$ cat config.mk
export PLATFORM = sky130hd
export DESIGN_NAME = cspsm_top
export DESIGN_NICKNAME = d
export VERILOG_FILES = /design/src/verilog/cspsm_pkg.sv /design/src/verilog/cspsm_top.sv /design/src/verilog/cspsm_clk_src.sv
export SDC_FILE = /design/constraint.sdc
export NUM_CORES = 1
export LEC_CHECK = 0
export BUFFER_PORTS_ARGS = -buffer_cell sky130_fd_sc_hd__buf_4
export CORE_ASPECT_RATIO = 1.75
export CORE_MARGIN = 3
export CORE_UTILIZATION = 51
export DETAILED_ROUTE_END_ITERATION = 7
export PLACE_DENSITY = 0.7
export SKIP_CTS_REPAIR_TIMING = 1
export SLEW_MARGIN = 20
export SYNTH_ARGS = -nofsm -noshare
export SYNTH_HDL_FRONTEND = slang
export SYNTH_SLANG_ARGS = --single-unit
$ cat constraint.sdc
create_clock -name clk_sys -period 2.41 [get_ports clk_sys]
set_input_delay 0.482 -clock clk_sys [delete_from_list [all_inputs] [get_ports clk_sys]]
set_output_delay 0.482 -clock clk_sys [all_outputs]
set_load 0.005 [all_outputs]
$ cat src/verilog/cspsm_pkg.sv
// constants shared by the clocked serial port in synchronous mode
package cspsm_pkg;

  // ==========================================================================
  // register port
  localparam int unsigned ADDR_W = 5;
  localparam int unsigned DATA_W = 8;

  localparam logic [ADDR_W-1:0] OFS_MODE  = 5'h00;
  localparam logic [ADDR_W-1:0] OFS_BAUD  = 5'h04;
  localparam logic [ADDR_W-1:0] OFS_CTRL  = 5'h08;
  localparam logic [ADDR_W-1:0] OFS_TXBUF = 5'h0c;
  localparam logic [ADDR_W-1:0] OFS_STAT  = 5'h10;
  localparam logic [ADDR_W-1:0] OFS_RXBUF = 5'h14;

  // ==========================================================================
  // field positions
  localparam int MODE_SYNC     = 0;
  localparam int CTRL_CKE_LOW  = 0;
  localparam int CTRL_CKE_HIGH = 1;
  localparam int CTRL_RX_EN    = 2;
  localparam int CTRL_TX_EN    = 3;
  localparam int CTRL_TRANSMIT_END_FLAG_IE  = 4;
  localparam int CTRL_RX_IE    = 5;
  localparam int CTRL_TX_IE    = 6;
  localparam int STAT_TRANSMIT_END_FLAG     = 2;
  localparam int STAT_PER      = 3;
  localparam int STAT_FER      = 4;
  localparam int STAT_OER      = 5;
  localparam int STAT_RECEIVE_FULL_FLAG     = 6;
  localparam int STAT_TRANSMIT_EMPTY_FLAG     = 7;

  // ==========================================================================
  // reset values and frame shape
  localparam logic [DATA_W-1:0] MODE_RST = 8'h00;
  localparam logic [DATA_W-1:0] BAUD_RST = 8'h03;
  localparam logic [DATA_W-1:0] CTRL_RST = 8'h00;
  localparam logic [3:0]        FRAME_BITS = 4'h8;
  localparam logic [3:0]        LAST_LEFT  = 4'h1;
  localparam logic [2:0]        LAST_BIT   = 3'h7;

endpackage

$ cat src/verilog/cspsm_top.sv
// clocked serial port, synchronous mode: registers, transmitter, receiver
//
// Chosen here: the strobed register port and the placing of the registers.
`timescale 1ns/100ps
`default_nettype none
// ============================================================================

module cspsm_top
  import cspsm_pkg::*;
(
  input  wire logic              clk_sys,
  input  wire logic              reset_n,
  input  wire logic [ADDR_W-1:0] reg_addr,
  input  wire logic [DATA_W-1:0] reg_wdata,
  input  wire logic              reg_write,
  input  wire logic              reg_read,
  output logic      [DATA_W-1:0] reg_rdata,
  input  wire logic              serial_clock_in,
  output logic                   serial_clock_out,
  output logic                   serial_clock_oe,
  output logic                   txd,
  input  wire logic              rxd,
  output logic                   transmit_empty_irq,
  output logic                   transmit_end_irq,
  output logic                   receive_full_irq,
  output logic                   receive_error_irq
);

  // ==========================================================================
  // register state
  logic              sync_mode;
  logic [DATA_W-1:0] half_div;
  logic              clock_enable_low;
  logic              clock_enable_high;
  logic              receive_enable_bit;
  logic              transmit_enable_bit;
  logic              transmit_end_irq_enable;
  logic              receive_irq_enable;
  logic              transmit_irq_enable;
  logic [DATA_W-1:0] transmit_buffer;
  logic [DATA_W-1:0] receive_buffer;
  logic [DATA_W-1:0] transmit_shift_reg;
  logic [DATA_W-1:0] receive_shift_reg;
  logic              transmit_empty_flag;
  logic              transmit_end_flag;
  logic              receive_full_flag;
  logic              overrun_flag;
  logic              framing_error_flag;
  logic              parity_error_flag;
  logic [DATA_W-1:0] serial_status_reg;

  // engine state
  logic              rxd_meta;
  logic              rxd_sync;
  logic              tx_busy;
  logic [3:0]        tx_left;
  logic              rx_busy;
  logic [2:0]        rx_cnt;
  logic              fall_evt;
  logic              rise_evt;

  // decoded strobes and engine terms
  logic              wr_mode;
  logic              wr_baud;
  logic              wr_ctrl;
  logic              wr_txbuf;
  logic              wr_stat;
  logic              rd_rxbuf;
  logic              rx_err;
  logic              int_mode;
  logic              tx_on;
  logic              tx_start;
  logic              tx_bit7;
  logic              tx_more;
  logic              tx_reload;
  logic              tx_last;
  logic              tx_load;
  logic [DATA_W-1:0] tx_load_data;
  logic              rx_go;
  logic              rx_start_ok;
  logic              rx_cont_ok;
  logic              rx_done;
  logic              rx_store;
  logic [DATA_W-1:0] rx_new;

  // ==========================================================================
  // address decode
  assign wr_mode  = reg_write && (reg_addr == OFS_MODE);
  assign wr_baud  = reg_write && (reg_addr == OFS_BAUD);
  assign wr_ctrl  = reg_write && (reg_addr == OFS_CTRL);
  assign wr_txbuf = reg_write && (reg_addr == OFS_TXBUF);
  assign wr_stat  = reg_write && (reg_addr == OFS_STAT);
  assign rd_rxbuf = reg_read && (reg_addr == OFS_RXBUF);

  // mode, divider and control bits
  always_ff @(posedge clk_sys or negedge reset_n)
  begin
    if (!reset_n)
    begin
      sync_mode               <= MODE_RST[MODE_SYNC];
      half_div                <= BAUD_RST;
      clock_enable_low        <= CTRL_RST[CTRL_CKE_LOW];
      clock_enable_high       <= CTRL_RST[CTRL_CKE_HIGH];
      receive_enable_bit      <= CTRL_RST[CTRL_RX_EN];
      transmit_enable_bit     <= CTRL_RST[CTRL_TX_EN];
      transmit_end_irq_enable <= CTRL_RST[CTRL_TRANSMIT_END_FLAG_IE];
      receive_irq_enable      <= CTRL_RST[CTRL_RX_IE];
      transmit_irq_enable     <= CTRL_RST[CTRL_TX_IE];
    end
    else
    begin
      if (wr_mode)
        sync_mode <= reg_wdata[MODE_SYNC];
      if (wr_baud)
        half_div <= reg_wdata;
      // one write sets both enables together for duplex start
      if (wr_ctrl)
      begin
        clock_enable_low        <= reg_wdata[CTRL_CKE_LOW];
        clock_enable_high       <= reg_wdata[CTRL_CKE_HIGH];
        receive_enable_bit      <= reg_wdata[CTRL_RX_EN];
        transmit_enable_bit     <= reg_wdata[CTRL_TX_EN];
        transmit_end_irq_enable <= reg_wdata[CTRL_TRANSMIT_END_FLAG_IE];
        receive_irq_enable      <= reg_wdata[CTRL_RX_IE];
        transmit_irq_enable     <= reg_wdata[CTRL_TX_IE];
      end
    end
  end

  // transmit holding buffer, written at any time
  always_ff @(posedge clk_sys or negedge reset_n)
  begin
    if (!reset_n)
      transmit_buffer <= 8'h00;
    else if (wr_txbuf)
      transmit_buffer <= reg_wdata;
  end

  always_comb
  begin
    serial_status_reg            = 8'h00;
    serial_status_reg[STAT_TRANSMIT_EMPTY_FLAG] = transmit_empty_flag;
    serial_status_reg[STAT_RECEIVE_FULL_FLAG] = receive_full_flag;
    serial_status_reg[STAT_OER]  = overrun_flag;
    serial_status_reg[STAT_FER]  = framing_error_flag;
    serial_status_reg[STAT_PER]  = parity_error_flag;
    serial_status_reg[STAT_TRANSMIT_END_FLAG] = transmit_end_flag;
  end

  // read data valid only in the cycle after the strobe; unmapped reads zero
  always_ff @(posedge clk_sys or negedge reset_n)
  begin
    if (!reset_n)
      reg_rdata <= 8'h00;
    else if (!reg_read)
      reg_rdata <= 8'h00;
    else
    begin
      case (reg_addr)
        OFS_MODE:  reg_rdata <= {7'h00, sync_mode};
        OFS_BAUD:  reg_rdata <= half_div;
        OFS_CTRL:  reg_rdata <= {1'b0, transmit_irq_enable, receive_irq_enable,
                                 transmit_end_irq_enable, transmit_enable_bit,
                                 receive_enable_bit, clock_enable_high,
                                 clock_enable_low};
        OFS_TXBUF: reg_rdata <= transmit_buffer;
        OFS_STAT:  reg_rdata <= serial_status_reg;
        OFS_RXBUF: reg_rdata <= receive_buffer;
        default:   reg_rdata <= 8'h00;
      endcase
    end
  end

  // ==========================================================================
  // clock selection: high enable picks the external pin, else divider drives out
  assign int_mode = sync_mode && !clock_enable_high;

  cspsm_clk_src u_clk_src (
    .clk_sys  (clk_sys),
    .reset_n  (reset_n),
    .ext_sel  (clock_enable_high),
    .run      (tx_busy || rx_busy),
    .half_div (half_div),
    .sck_in   (serial_clock_in),
    .sck_out  (serial_clock_out),
    .fall_evt (fall_evt),
    .rise_evt (rise_evt)
  );

  always_ff @(posedge clk_sys or negedge reset_n)
  begin
    if (!reset_n)
      serial_clock_oe <= 1'b0;
    else
      serial_clock_oe <= int_mode;
  end

  // receive pin crosses into clk_sys through two flops
  always_ff @(posedge clk_sys or negedge reset_n)
  begin
    if (!reset_n)
    begin
      rxd_meta <= 1'b1;
      rxd_sync <= 1'b1;
    end
    else
    begin
      rxd_meta <= rxd;
      rxd_sync <= rxd_meta;
    end
  end

  // ==========================================================================
  // transmitter
  assign rx_err   = overrun_flag || framing_error_flag || parity_error_flag;
  assign tx_on    = transmit_enable_bit && sync_mode;
  assign tx_start = tx_on && !tx_busy && !transmit_empty_flag && !rx_err;
  assign tx_bit7  = tx_on && fall_evt && tx_busy && (tx_left == LAST_LEFT);
  assign tx_more  = !transmit_empty_flag && !rx_err;
  assign tx_reload = tx_bit7 && tx_more;
  assign tx_last   = tx_bit7 && !tx_more;
  assign tx_load   = tx_start || tx_reload;
  // a write landing on a load is taken straight into the shifter, not lost
  assign tx_load_data = wr_txbuf ? reg_wdata : transmit_buffer;

  // shift out lsb first on falling edges; frame ends on the eighth rise
  always_ff @(posedge clk_sys or negedge reset_n)
  begin
    if (!reset_n)
    begin
      tx_busy            <= 1'b0;
      tx_left            <= 4'h0;
      transmit_shift_reg <= 8'h00;
      txd                <= 1'b1;
    end
    else if (!tx_on)
    begin
      tx_busy <= 1'b0;
      tx_left <= 4'h0;
      txd     <= 1'b1;
    end
    else if (tx_start)
    begin
      tx_busy            <= 1'b1;
      tx_left            <= FRAME_BITS;
      transmit_shift_reg <= tx_load_data;
    end
    else if (fall_evt && tx_busy && (tx_left != 4'h0))
    begin
      txd <= transmit_shift_reg[0];
      if (tx_reload)
      begin
        transmit_shift_reg <= tx_load_data;
        tx_left            <= FRAME_BITS;
      end
      else
      begin
        transmit_shift_reg <= {1'b0, transmit_shift_reg[DATA_W-1:1]};
        tx_left            <= tx_left - 4'h1;
      end
    end
    else if (rise_evt && tx_busy && (tx_left == 4'h0))
      tx_busy <= 1'b0;
  end

  // empty flag: hardware set wins over the write that clears it
  always_ff @(posedge clk_sys or negedge reset_n)
  begin
    if (!reset_n)
      transmit_empty_flag <= 1'b1;
    else if (!transmit_enable_bit)
      transmit_empty_flag <= 1'b1;
    else if (tx_load)
      transmit_empty_flag <= 1'b1;
    else if (wr_txbuf)
      transmit_empty_flag <= 1'b0;
  end

  // end flag: set when the eighth bit goes out without a reload, or on disable; start or write clears it
  always_ff @(posedge clk_sys or negedge reset_n)
  begin
    if (!reset_n)
      transmit_end_flag <= 1'b1;
    else if (tx_last || !transmit_enable_bit)
      transmit_end_flag <= 1'b1;
    else if (tx_start || wr_txbuf)
      transmit_end_flag <= 1'b0;
  end

  // ==========================================================================
  // receiver; in internal mode with both sides on, frames stay aligned
  assign rx_go       = receive_enable_bit && sync_mode && !rx_err;
  assign rx_start_ok = !int_mode || !transmit_enable_bit || tx_start;
  assign rx_cont_ok  = !int_mode || !transmit_enable_bit ||
                       (tx_busy && (tx_left == FRAME_BITS));
  assign rx_new      = {rxd_sync, receive_shift_reg[DATA_W-1:1]};
  assign rx_done     = rx_go && rise_evt && rx_busy && (rx_cnt == LAST_BIT);
  assign rx_store    = rx_done && !receive_full_flag;

  always_ff @(posedge clk_sys or negedge reset_n)
  begin
    if (!reset_n)
    begin
      rx_busy           <= 1'b0;
      rx_cnt            <= 3'h0;
      receive_shift_reg <= 8'h00;
    end
    else if (!rx_go)
    begin
      rx_busy <= 1'b0;
      rx_cnt  <= 3'h0;
    end
    else if (!rx_busy)
    begin
      rx_busy <= rx_start_ok;
      rx_cnt  <= 3'h0;
    end
    else if (rise_evt)
    begin
      receive_shift_reg <= rx_new;
      rx_cnt            <= rx_cnt + 3'h1;
      if (rx_cnt == LAST_BIT)
        rx_busy <= rx_cont_ok;
    end
  end

  // receive buffer and flags; enable bit never touches them
  always_ff @(posedge clk_sys or negedge reset_n)
  begin
    if (!reset_n)
      receive_buffer <= 8'h00;
    else if (rx_store)
      receive_buffer <= rx_new;
  end

  always_ff @(posedge clk_sys or negedge reset_n)
  begin
    if (!reset_n)
      receive_full_flag <= 1'b0;
    else if (rx_store)
      receive_full_flag <= 1'b1;
    else if (rd_rxbuf || (wr_stat && !reg_wdata[STAT_RECEIVE_FULL_FLAG]))
      receive_full_flag <= 1'b0;
  end

  // error flags clear only by writing zero; overrun set wins
  always_ff @(posedge clk_sys or negedge reset_n)
  begin
    if (!reset_n)
    begin
      overrun_flag       <= 1'b0;
      framing_error_flag <= 1'b0;
      parity_error_flag  <= 1'b0;
    end
    else
    begin
      if (rx_done && receive_full_flag)
        overrun_flag <= 1'b1;
      else if (wr_stat && !reg_wdata[STAT_OER])
        overrun_flag <= 1'b0;
      // no framing or parity check exists here; software may only clear
      if (wr_stat && !reg_wdata[STAT_FER])
        framing_error_flag <= 1'b0;
      if (wr_stat && !reg_wdata[STAT_PER])
        parity_error_flag <= 1'b0;
    end
  end

  // ==========================================================================
  // interrupt request levels
  always_ff @(posedge clk_sys or negedge reset_n)
  begin
    if (!reset_n)
    begin
      transmit_empty_irq <= 1'b0;
      transmit_end_irq   <= 1'b0;
      receive_full_irq   <= 1'b0;
      receive_error_irq  <= 1'b0;
    end
    else
    begin
      transmit_empty_irq <= transmit_empty_flag && transmit_irq_enable;
      transmit_end_irq   <= transmit_end_flag && transmit_end_irq_enable;
      receive_full_irq   <= receive_full_flag && receive_irq_enable;
      receive_error_irq  <= rx_err && receive_irq_enable;
    end
  end
endmodule

`default_nettype wire

$ cat src/verilog/cspsm_clk_src.sv
// serial clock source: internal divider or synchronised external clock edges
`timescale 1ns/100ps
`default_nettype none

module cspsm_clk_src
  import cspsm_pkg::*;
(
  input  wire logic              clk_sys,
  input  wire logic              reset_n,
  input  wire logic              ext_sel,
  input  wire logic              run,
  input  wire logic [DATA_W-1:0] half_div,
  input  wire logic              sck_in,
  output logic                   sck_out,
  output logic                   fall_evt,
  output logic                   rise_evt
);

  logic              sck_meta;
  logic              sck_sync;
  logic              sck_prev;
  logic [DATA_W-1:0] div_cnt;
  logic              div_hit;

  assign div_hit = (div_cnt == half_div);

  // ==========================================================================
  // external clock: two flops, then a third for edge finding
  always_ff @(posedge clk_sys or negedge reset_n)
  begin
    if (!reset_n)
    begin
      sck_meta <= 1'b1;
      sck_sync <= 1'b1;
      sck_prev <= 1'b1;
    end
    else
    begin
      sck_meta <= sck_in;
      sck_sync <= sck_meta;
      sck_prev <= sck_sync;
    end
  end

  // ==========================================================================
  // internal clock: toggles every half_div+1 cycles, rests high when idle
  always_ff @(posedge clk_sys or negedge reset_n)
  begin
    if (!reset_n)
    begin
      div_cnt <= 8'h00;
      sck_out <= 1'b1;
    end
    else if (!run || ext_sel)
    begin
      div_cnt <= 8'h00;
      sck_out <= 1'b1;
    end
    else if (div_hit)
    begin
      div_cnt <= 8'h00;
      sck_out <= !sck_out;
    end
    else
      div_cnt <= div_cnt + 8'h01;
  end

  // edge pulses, one cycle each, from whichever source is selected
  always_ff @(posedge clk_sys or negedge reset_n)
  begin
    if (!reset_n)
    begin
      fall_evt <= 1'b0;
      rise_evt <= 1'b0;
    end
    else if (ext_sel)
    begin
      fall_evt <= sck_prev && !sck_sync;
      rise_evt <= !sck_prev && sck_sync;
    end
    else
    begin
      fall_evt <= run && div_hit && sck_out;
      rise_evt <= run && div_hit && !sck_out;
    end
  end

endmodule

`default_nettype wire

==> results.py <==
metrics = {
    "placement": {
        "dpl.hpwl_um": 6789,
        "gp_congestion": 0.8775,
        "dpl_cell_area_mm2": 0.004454,
        "portBuffers": 33,
        "placed_cells": 457,
    },
    "worst_setup_path": {
        "startpoint_type": "flip-flop",
        "max_stage_delay_ns": 0.63,
        "rrSetupSlack_ns": 0.36,
        "endpoint_kind": "flip-flop",
        "regToRegStartpoint": "sync_mode",
        "timing.rr.end": "receive_buffer[7]",
        "worstPathMaxFanout": 9,
        "critPathRequiredTime_ns": 2.63,
        "path_delay_family": "simple AND/OR/NAND/NOR gates",
        "crit_type": "flip-flop to flip-flop",
        "reg2reg_depth": 4,
        "path_buf_inv": 0,
        "arrival_ns": 2.27,
        "path_cells": "and3b_2, nand3_4, or3b_1, mux2_4",
        "crit_cells": 4,
        "crit_path_top_delay_cell": "or3b_1",
    },
    "outcome": {
        "status": "complete, no violations",
    },
    "final_layout": {
        "final_area_mm2": 0.004770,
        "multi_input_area_mm2": 0.001754,
        "stdcell_count": 473,
        "register_area_mm2": 0.002266,
        "nFillCells": 637,
        "n_antenna_cell": 0,
        "area_delta_synth_final_pct": 16.65,
        "drive_gt1_frac": 0.2390,
        "nets": 404,
        "fin_util": 0.6217,
    },
    "synth": {
        "synth-edff-count": 0,
        "synthTopCellsByArea": "dfrtp_1 48%, dfstp_2 7.1%, mux2_1 4.1%",
        "synth_cell_types": 59,
        "synth_most_common_cell": "dfrtp_1",
        "synthFlopType": "dfrtp_1",
        "ys.warnings.count": 0,
        "yosysTopAreaCellShare": 0.4835,
        "syn_nets": 364,
        "async_reset_ff_frac": 1.000,
        "ys_top_cells_by_count": "79 x dfrtp_1, 29 x nor2_1, 22 x nand2_1",
        "syn-mean-instance-area_um2": 12.03,
        "yosys.area.top_type": "dfrtp_1",
        "syn_inst": 340,
        "syn_area_mm2": 0.004089,
        "ys_ff_latch": 90,
        "ys_seq_area_frac": 0.5542,
    },
    "routing": {
        "ant_nets": 0,
        "drt_pass1_iterations": 4,
        "viasPerCell": 6.027,
        "vias": 2851,
        "wire_per_inst_um": 19.55,
        "drt_iter0_markers": 209,
        "wl_um": 9246,
        "drc": 0,
    },
    "clock_tree": {
        "htreeDepth": 3,
        "clock_path_buffers": 2,
        "numClockSinks": 90,
        "cts_tree": "yes",
        "worstSkewPairLatency_ns": 0.34,
        "numCtsBuffers": 9,
        "path_clk_slew_ns": 0.06,
        "cts-root-buf": "clkbuf_16",
    },
    "timing": {
        "hold_ws_ns": 0.1673,
        "layout_worst_path_cycle_share": 0.8506,
        "slew_headroom": 0.5803,
        "clock.fmax_mhz": 487.8,
        "final_max_slew_viol_count": 0,
        "rsz0062_at_grt": "false",
        "min_period_ns": 2.050,
        "finalSetupViolations": 0,
        "worstMarginPinSlew_ns": 0.6211,
        "tns_ns": 0,
        "skew_ns": 0.009412,
        "hold_viol_final": 0,
    },
    "grt": {
        "overflow": 0,
        "grt_antenna_before_repair": 0,
        "grt_pass1_vias": 3005,
        "grt_pass1_wl_um": 15060,
        "grt_max_degree": 50,
        "grt.total_usage": 0.2181,
    },
    "floorplan": {
        "core_area_mm2": 0.007672,
        "die_h_um": 124.5,
        "start_util": 0.5329,
        "ios": 34,
        "design.die.area_mm2": 0.009170,
        "rows": 42,
        "die_x_um": 73.69,
    },
    "pwr": {
        "cellLeakagePower_nw": 2.210,
        "p_per_area_mw_per_mm2": 739.1,
        "ir_drop_mv": 0.6214,
    },
    "worst_hold_path": {
        "worstHoldPathType": "input port to async pin",
    },
    "flow_run": {
        "cap_violations": 0,
    },
}
==> metal layers <==
layer	wire length, um	share of wire	global-route usage
met2	5115	0.55	0.3750
met4	269	0.029	0.1078
met1	3496	0.38	0.2437
met3	364	0.039	0.04927
met5	0	0	0
==> worst max path at each step <==
stage                                  endpoint  slack [ns]        start
after CTS                     receive_buffer[7]        0.34    sync_mode
after floorplan           transmit_shift_reg[3]        0.52  reg_addr[3]
after detailed placement      receive_buffer[4]        0.35    sync_mode
final                         receive_buffer[7]        0.36    sync_mode
after global placement        receive_buffer[1]        0.40    sync_mode
after global routing          receive_buffer[7]        0.27    sync_mode
==> layout by cell type, fill, tap and decap left out, types with 6 or more instances in the layout <==
master      n
nor3_1      6
a221o_1     7
mux2_4      8
dfstp_2    11
buf_4      39
nor2_1     29
mux2i_1    10
a21oi_1    15
xnor2_1    10
and2_1      6
clkbuf_16   9
o21ai_0     7
dfrtp_1    79
mux2_1     15
nand2_1    22
nand3_1    17
mux2_2      9
==> per-stage QoR <==
stage	setup WS (ns)	total power, mW
4_1_cts	0.3423	3.554
2_1_floorplan	0.5245	1.910
6_report	0.3601	3.525
3_3_place_gp	0.4000	2.064
3_5_place_dp	0.3496	2.075
5_1_grt	0.2709	3.660
==> report_power, final <==
part	leakage, nW	internal, mW	switching [mW]
clock network	0.154	0.936	0.541
logic	0.867	0.152	0.159
registers	1.19	1.63	0.112
==> logic make-up (layout without fill, tap and decap cells) <==
kind of cell | Yosys count | count (layout) | synth area share
AND/OR/NAND/NOR | 109 | 109 | 0.1447
flip-flops | 90 | 90 | 0.5542
AO/OA/AOI/OAI | 65 | 65 | 0.1169
multiplexers | 42 | 42 | 0.1200
adder cells (fa/ha/maj) | 5 | 5 | 0.01530
XOR/XNOR | 15 | 15 | 0.03213
buffers and inverters | 14 | 59 | 0.01683
==> cell type report <==
type	count	area share
clock inverters	3	0.01364
flip-flops and latches	90	0.4751
clock buffers	13	0.05247
repair buffers	40	0.06558
multi-input cells	236	0.3678
inverters	3	0.002361
well taps	88	0.02309
Note: power is estimated with default switching activity, not from simulation.
